File: src/rtl/sprw_pkg.sv
/*
 package of the self-program concurrent-read controller: register map,
 field positions, reset values, lock decode and flash geometry.
 assumes one core clock and a 32-bit Avalon-MM register master.
*/
package sprw_pkg;
	// ==========================================
	// flash geometry, page addresses
	localparam int PAGE_W = 9;
	localparam logic [PAGE_W-1:0] STALL_FIRST_PAGE = 9'h1C0;
	localparam logic [PAGE_W-1:0] PAGE_TOP = 9'h1FF;
	localparam int OP_CYCLES_W = 20;
	localparam real OP_TIME_US = 4500.0;
	localparam real CLK_MHZ = 25.0;
	localparam int OP_CYCLES = int'(OP_TIME_US * CLK_MHZ);
	// ==========================================
	// register map, byte addresses
	localparam logic [7:0] CTRL_ADDR = 8'h00;
	localparam logic [7:0] STAT_ADDR = 8'h04;
	localparam logic [7:0] LOCK_ADDR = 8'h08;
	localparam logic [7:0] IRQ_ADDR = 8'h0C;
	localparam logic [7:0] MASK_ADDR = 8'h10;
	localparam logic [7:0] PAGE_ADDR = 8'h14;
	// ctrl bits
	localparam int C_ERASE = 0;
	localparam int C_WRITE = 1;
	localparam int C_CLRBUSY = 2;
	localparam int C_LOCKSET = 3;
	localparam int C_CHIPERASE = 4;
	// status bits
	localparam int S_BUSYCR = 0;
	localparam int S_OPACT = 1;
	localparam int S_HALT = 2;
	// irq bits
	localparam int I_DONE = 0;
	localparam int I_REJECT = 1;
	localparam int IRQ_W = 2;
	localparam logic [3:0] LOCK_RESET = 4'hF;
	localparam logic [1:0] LOCK_FREE = 2'h3;
	localparam logic [1:0] LOCK_NOWR = 2'h2;
	localparam logic [1:0] LOCK_NORD = 2'h1;
	localparam logic [1:0] LOCK_BOTH = 2'h0;
	// ==========================================
	// lock pair decode
	function automatic logic lock_blocks_write(input logic [1:0] p);
		return (p == LOCK_NOWR) || (p == LOCK_BOTH);
	endfunction
	function automatic logic lock_blocks_read(input logic [1:0] p);
		return (p == LOCK_NORD) || (p == LOCK_BOTH);
	endfunction
	// boot section start page for a fuse value
	function automatic logic [PAGE_W-1:0] boot_first(input logic [1:0] sz);
		return PAGE_TOP - ((9'h008 << sz) - 9'h001);
	endfunction
	typedef enum logic [1:0] {SP_IDLE, SP_RUN} sprw_state_t;
endpackage

File: src/rtl/sprw_ctrl.sv
/*
 self-program controller: gates page erase/write requests, tracks the
 concurrent-read busy flag, halts the cpu for stalling pages.
 assumes the core reports fetch section and the flash array does the work.
*/
module sprw_ctrl import sprw_pkg::*; #(
	parameter int OP_LEN = OP_CYCLES
) (
	// clock and reset
	input wire logic mclk,
	input wire logic arst_n,
	// avalon-mm slave
	input wire logic [7:0] address,
	input wire logic read,
	input wire logic write,
	input wire logic [31:0] writedata,
	output logic [31:0] readdata,
	output logic waitrequest,
	// core side
	input wire logic fetchPc,
	input wire logic [1:0] bootSizeFuses,
	// flash array side
	output logic flashOp,
	output logic [PAGE_W-1:0] flashPage,
	output logic cpuHalt,
	output logic crBlocked,
	output logic irq
);
	// ==========================================
	// fetch section, synchronised (fetchPc high = boot section)
	logic fetchS1_reg, fetchS2_reg;
	always_ff @(posedge mclk or negedge arst_n) begin
		if (!arst_n) begin
			fetchS1_reg <= 1'b0;
			fetchS2_reg <= 1'b0;
		end else begin
			fetchS1_reg <= fetchPc;
			fetchS2_reg <= fetchS1_reg;
		end
	end

	// ==========================================
	// register state
	sprw_state_t state_reg, state_next;
	logic [OP_CYCLES_W-1:0] cnt_reg, cnt_next;
	logic busy_reg, busy_next;
	logic halt_reg, halt_next;
	logic [3:0] lock_reg, lock_next;
	logic [IRQ_W-1:0] irqSt_reg, irqSt_next, mask_reg, mask_next;
	logic [PAGE_W-1:0] page_reg, page_next, opPage_reg, opPage_next;
	logic [31:0] rd_reg, rd_next;
	logic ack_reg, ack_next;
	logic irq_reg, irq_next;
	logic waitReq_reg, waitReq_next;
	logic opAct_reg, opAct_next;

	logic wrHit, rdHit, startReq, targetBoot, allowed, isCr;
	logic [PAGE_W-1:0] bootStart;
	logic [IRQ_W-1:0] evt;

	always_comb begin
		// writes land in the answer cycle, when the master sees waitrequest low
		wrHit = write && ack_reg;
		rdHit = read && !ack_reg;
		bootStart = boot_first(bootSizeFuses);
		targetBoot = page_reg >= bootStart;
		isCr = page_reg < STALL_FIRST_PAGE;
		startReq = wrHit && (address == CTRL_ADDR)
			&& (writedata[C_ERASE] || writedata[C_WRITE]);
		// any page reachable from boot, locks permitting
		allowed = fetchS2_reg
			&& !(targetBoot ? lock_blocks_write(lock_reg[3:2])
				: lock_blocks_write(lock_reg[1:0]));
		state_next = state_reg;
		cnt_next = cnt_reg;
		busy_next = busy_reg;
		halt_next = halt_reg;
		opPage_next = opPage_reg;
		lock_next = lock_reg;
		page_next = page_reg;
		mask_next = mask_reg;
		evt = '0;
		// clear only when idle; ahead of the start so a start in one write wins
		if (wrHit && address == CTRL_ADDR && writedata[C_CLRBUSY]
				&& state_reg == SP_IDLE) begin
			busy_next = 1'b0;
		end
		unique case (state_reg)
			SP_IDLE: begin
				if (startReq && allowed) begin
					state_next = SP_RUN;
					cnt_next = OP_CYCLES_W'(OP_LEN - 1);
					opPage_next = page_reg;
					if (isCr) begin
						busy_next = 1'b1;
					end else begin
						halt_next = 1'b1;
					end
				end else if (startReq) begin
					evt[I_REJECT] = 1'b1;
				end
			end
			SP_RUN: begin
				if (cnt_reg == '0) begin
					state_next = SP_IDLE;
					halt_next = 1'b0;
					evt[I_DONE] = 1'b1;
				end else begin
					cnt_next = cnt_reg - 1'b1;
				end
			end
		endcase
		opAct_next = (state_next == SP_RUN);
		// lock bits only programmed to zero; chip erase restores
		if (wrHit && address == LOCK_ADDR) begin
			lock_next = lock_reg & writedata[3:0];
		end
		if (wrHit && address == CTRL_ADDR && writedata[C_CHIPERASE]) begin
			lock_next = LOCK_RESET;
		end
		if (wrHit && address == PAGE_ADDR && state_reg == SP_IDLE) begin
			page_next = writedata[PAGE_W-1:0];
		end
		if (wrHit && address == MASK_ADDR) begin
			mask_next = writedata[IRQ_W-1:0];
		end
		// set wins over write-one clear
		irqSt_next = irqSt_reg;
		if (wrHit && address == IRQ_ADDR) begin
			irqSt_next = irqSt_reg & ~writedata[IRQ_W-1:0];
		end
		irqSt_next = irqSt_next | evt;
		irq_next = |(irqSt_next & mask_next);
		ack_next = (read || write) && !ack_reg;
		waitReq_next = !ack_next;
		rd_next = '0;
		if (rdHit) begin
			unique case (address)
				STAT_ADDR: begin
					rd_next[S_BUSYCR] = busy_reg;
					rd_next[S_OPACT] = (state_reg == SP_RUN);
					rd_next[S_HALT] = halt_reg;
				end
				LOCK_ADDR: rd_next[3:0] = lock_reg;
				IRQ_ADDR: rd_next[IRQ_W-1:0] = irqSt_reg;
				MASK_ADDR: rd_next[IRQ_W-1:0] = mask_reg;
				PAGE_ADDR: rd_next[PAGE_W-1:0] = page_reg;
				default: rd_next = '0;
			endcase
		end
	end

	always_ff @(posedge mclk or negedge arst_n) begin
		if (!arst_n) begin
			state_reg <= SP_IDLE;
			cnt_reg <= '0;
			busy_reg <= 1'b0;
			halt_reg <= 1'b0;
			lock_reg <= LOCK_RESET;
			irqSt_reg <= '0;
			mask_reg <= '0;
			page_reg <= '0;
			opPage_reg <= '0;
			rd_reg <= '0;
			ack_reg <= 1'b0;
			irq_reg <= 1'b0;
			waitReq_reg <= 1'b1;
			opAct_reg <= 1'b0;
		end else begin
			state_reg <= state_next;
			cnt_reg <= cnt_next;
			busy_reg <= busy_next;
			halt_reg <= halt_next;
			lock_reg <= lock_next;
			irqSt_reg <= irqSt_next;
			mask_reg <= mask_next;
			page_reg <= page_next;
			opPage_reg <= opPage_next;
			rd_reg <= rd_next;
			ack_reg <= ack_next;
			irq_reg <= irq_next;
			waitReq_reg <= waitReq_next;
			opAct_reg <= opAct_next;
		end
	end

	// waitrequest high except the one answer cycle
	always_comb begin
		readdata = rd_reg;
		waitrequest = waitReq_reg;
		flashOp = opAct_reg;
		flashPage = opPage_reg;
		cpuHalt = halt_reg;
		crBlocked = busy_reg;
		irq = irq_reg;
	end
endmodule

File: config.mk
export PLATFORM = sky130hd
export DESIGN_NAME = sprw_ctrl
export DESIGN_NICKNAME = d
export VERILOG_FILES = /design/src/rtl/sprw_pkg.sv /design/src/rtl/sprw_ctrl.sv
export SDC_FILE = /design/constraint.sdc
export NUM_CORES = 1
export LEC_CHECK = 0
export ABC_AREA = 1
export BUFFER_PORTS_ARGS = -buffer_cell sky130_fd_sc_hd__buf_2
export CORE_UTILIZATION = 50
export CTS_BUF_LIST = sky130_fd_sc_hd__clkbuf_8 sky130_fd_sc_hd__clkbuf_16
export CTS_CLUSTER_DIAMETER = 200
export CTS_CLUSTER_SIZE = 12
export DETAILED_ROUTE_END_ITERATION = 6
export PLACE_DENSITY = 0.75
export SKIP_CTS_REPAIR_TIMING = 1
export SLEW_MARGIN = 0
export SYNTH_ARGS = -nofsm -noshare
export SYNTH_HDL_FRONTEND = slang
export SYNTH_SLANG_ARGS = --single-unit
File: constraint.sdc
create_clock -name mclk -period 2.5 [get_ports mclk]
set_input_delay 0.625 -clock mclk [delete_from_list [all_inputs] [get_ports mclk]]
set_output_delay 0.625 -clock mclk [all_outputs]
set_load 0.05 [all_outputs]
==> impl_table.tex <==
\begin{tabular}{lr}
\hline
Metric & Value \\
\hline
\multicolumn{2}{l}{\textbf{Status}} \\
Result of the run & complete, but fails checks \\
Violations in the final reports & design-rule violations \\
\multicolumn{2}{l}{\textbf{Layout}} \\
Growth of design area from synthesis to finish & 12.40\% \\
Filler-free cell count of the finished design & between 600 and 700 \\
Max FFs per register & 20 \\
Fraction of layout instances using a drive strength above 1 & a little under a fifth \\
N\_diodes & 0 \\
Final layout net count & 615 \\
\multicolumn{2}{l}{\textbf{Clock network}} \\
Sink Count & 65 \\
Number of buffers created by CTS & 9 \\
H-tree levels & 3 \\
Root Driver & clkbuf\_8 \\
Clock latency on the worst-skew pair & roughly 0.35 ns \\
Maximum count of clock buffers along a single path & 2 \\
TritonCTS clock tree & built \\
Clock Pin Slew Worst Setup and Hold Paths & 0.07 ns \\
\multicolumn{2}{l}{\textbf{Routing}} \\
Iteration count of the initial detailed-routing pass & 6 \\
Vias after detailed routing & between 3000 and 4000 \\
Wire length after detailed routing & between 7 and 8 mm \\
WL per Instance & roughly 11 um \\
DRC violation total after the first TritonRoute iteration & 143 \\
Number of remaining DRC errors & 2 \\
Antenna-violating nets left & 0 \\
Vias per std cell & 4.696 \\
\multicolumn{2}{l}{\textbf{Floorplan}} \\
Initial core utilization & about half \\
Die span in x & approximately 89 um \\
Area of the die & approximately 0.0078 sq mm \\
Floorplan row count & 31 \\
Count of boundary I/O pins & 93 \\
Die height & $\sim$89 um \\
Area of the core & 0.007253 sq mm \\
\multicolumn{2}{l}{\textbf{Worst hold path}} \\
Class of the tightest hold or removal check & in -> async \\
\multicolumn{2}{l}{\textbf{Placed design}} \\
Place WS & -0.01895 ns \\
Final weighted congestion in routability-driven placement & between 0.8 and 0.9 \\
HPWL after detailed placement & between 5 and 6 mm \\
I/O Buffers & between 40 and 50 \\
Placed instance count & $\sim$650 \\
\multicolumn{2}{l}{\textbf{Job}} \\
Max-capacitance violation count & 0 \\
\multicolumn{2}{l}{\textbf{Pwr}} \\
Maximum resistive drop on vdd & about 0.35 mV \\
Static leakage & about 2.5 nW \\
Power density over cell area & between 500 and 600 mW/mm\^{}2 \\
\multicolumn{2}{l}{\textbf{Setup path}} \\
Crit start category & primary input \\
Worst path max stage delay & 0.29 ns \\
Most frequent cell on the critical path & nand2\_1 \\
Depth of the worst register-to-register path & 12 \\
Worst setup path class & in -> reg \\
Cell Chain, Critical Path & buf\_2, or2\_2, ha\_1, nand2\_1, nor2\_1, nand3\_1, nand3\_1, nand2\_1, nand2\_1, nand3\_2, nand2\_2, nand2\_2, nand2\_1, nand2\_1 \\
Worst setup EP type & flop \\
Peak fanout along the critical path & 20 \\
Req. time, crit path & approximately 2.7 ns \\
Slowest library cell on the worst path & or2\_2 \\
Worst path arrival time & 2.39 ns \\
\multicolumn{2}{l}{\textbf{Timing}} \\
Hold Fails Final Rpt & 0 \\
Minimum clock period after layout & between 2 and 2.5 ns \\
Number of slew-limit violations in the final report & 0 \\
Setup slack of the critical path after layout & 0.3531 ns \\
Final worst path period share & between 80\% and 90\% \\
Unrepaired setup endpoints after global routing & no \\
Final total negative setup slack & 0 ns \\
Maximum clock frequency & between 400 and 500 MHz \\
Clock Skews & 0.005171 ns \\
Final setup violating endpoints & 0 \\
\multicolumn{2}{l}{\textbf{Synth}} \\
Number of synthesized register bits & 65 \\
Total standard cell area after synthesis & roughly 0.0037 sq mm \\
Post-Synthesis Cells & approximately 500 \\
Warnings, synthesis & 0 \\
Post-synthesis average cell area & about 7.4 sq um \\
Seq/Total Area, Yosys & between 40\% and 50\% \\
Number of different library cells in the post-synthesis netlist & 33 \\
\multicolumn{2}{l}{\textbf{Global routing}} \\
GRT Resource Usage Total & approximately 21\% \\
Largest net degree at the start of global routing & 66 \\
Number of global-route vias before repair & $\sim$2800 \\
Number of antenna violations at the first check in global routing & 0 \\
Gr ovfl total & 0 \\
Global-route wire length before repair & between 10 and 15 mm \\
\hline
\end{tabular}
worst paths after layout:
| path | slack [ns] | startpoint | endpoint |
|---|---|---|---|
| min in group mclk | 0.35 | fetchS1_reg$_DFF_PN0_ | fetchS2_reg$_DFF_PN0_ |
| worst max-delay path | 0.35 | bootSizeFuses[0] | cnt_reg[12]$_DFFE_PN0P_ |
| worst max register to register | 0.59 | page_reg[4]$_DFFE_PN0P_ | cnt_reg[12]$_DFFE_PN0P_ |
| max in group asynchronous | 1.91 | arst_n | lock_reg[1]$_DFFE_PN1P_ |
| worst min-delay path | 0.27 | arst_n | ack_reg$_DFF_PN0_ |
| worst min register to register | 0.35 | fetchS1_reg$_DFF_PN0_ | fetchS2_reg$_DFF_PN0_ |
kinds of logic after synthesis:
group | synth area share, %
AO/OA/AOI/OAI | 3.979
XOR/XNOR | 2.106
adder cells (fa/ha/maj) | 1.672
buffers and inverters | 13.21
flip-flops | 43.63
other | 0.1002
AND/OR/NAND/NOR | 35.31
synth_stat cells (all sizes together):
| cell type | number | area share (%) |
|---|---|---|
| a21boi | 1 | 0.20 |
| a21oi | 12 | 1.7 |
| and2 | 1 | 0.17 |
| and3 | 1 | 0.17 |
| buf | 31 | 6.4 |
| clkbuf | 1 | 0.10 |
| clkinv | 2 | 0.20 |
| conb | 1 | 0.10 |
| dfrtp | 60 | 40 |
| dfstp | 5 | 3.5 |
| ha | 5 | 1.7 |
| inv | 65 | 6.5 |
| nand2 | 149 | 15 |
| nand3 | 50 | 7.0 |
| nand3b | 2 | 0.40 |
| nand4 | 4 | 0.67 |
| nor2 | 69 | 7.3 |
| nor3 | 11 | 1.9 |
| nor4 | 1 | 0.57 |
| o211ai | 1 | 0.20 |
| o21ai | 14 | 1.9 |
| or2 | 12 | 2.0 |
| xnor2 | 2 | 0.47 |
| xor2 | 7 | 1.6 |
metrics by stage:
step	instance area, sq um	hold WS [ns]	utilization [%]	total power [mW]
after floorplan	3829	0.3294	-	1.304
after global placement	4013	0.3347	55.32	1.345
after detailed placement	4013	0.3395	55.32	1.352
after CTS	4207	0.2885	58.00	2.246
after global routing	4207	0.2972	58.00	2.316
final	4207	0.2672	58.00	2.223
power breakdown:
part	internal, mW	switching [mW]	total [mW]
sequential	1.07	0.0110	1.08
combinational	0.0594	0.189	0.249
clock	0.460	0.431	0.891
per-layer routing:
| metal | global-route usage [%] | part of all wire [%] | routed length (um) |
|---|---|---|---|
| met1 | 24.33 | 45 | 3390 |
| met2 | 36.08 | 49 | 3708 |
| met3 | 5.317 | 4.1 | 309 |
| met4 | 8.651 | 1.9 | 146 |
| met5 | 0 | 0 | 0 |
critical path, delay by kind of cell:
family                     cells  cell delay (ns)
buffers and inverters          1             0.11
adders and majority gates      1             0.27
and+or+nand+nor               12             1.38
layout by cell type (no fill, tap or decap), types with 2 or more instances in the layout:
master,count
or2_2,12
nand2_2,4
nand2_1,145
clkinv_1,2
dfstp_2,5
nand3_2,2
dfrtp_1,60
xor2_1,7
a21oi_1,11
nor2_2,5
conb_1,24
xnor2_1,2
buf_2,46
o21ai_0,14
nand4_1,4
clkbuf_8,9
buf_4,7
ha_1,5
nand3b_1,2
nor2_1,64
inv_1,64
nor3_1,9
nand3_1,48
clkinv_2,3
area by class of cell:
class,count,area (sq um)
fillers,677,3047
well taps,99,123.9
clock inverters,7,70.07
multi-input cells,366,1702
flip-flops and latches,65,1633
inverters,67,251.5
clock buffers,9,123.9
repair buffers,54,302.8
(Power assumes the default switching activity.)
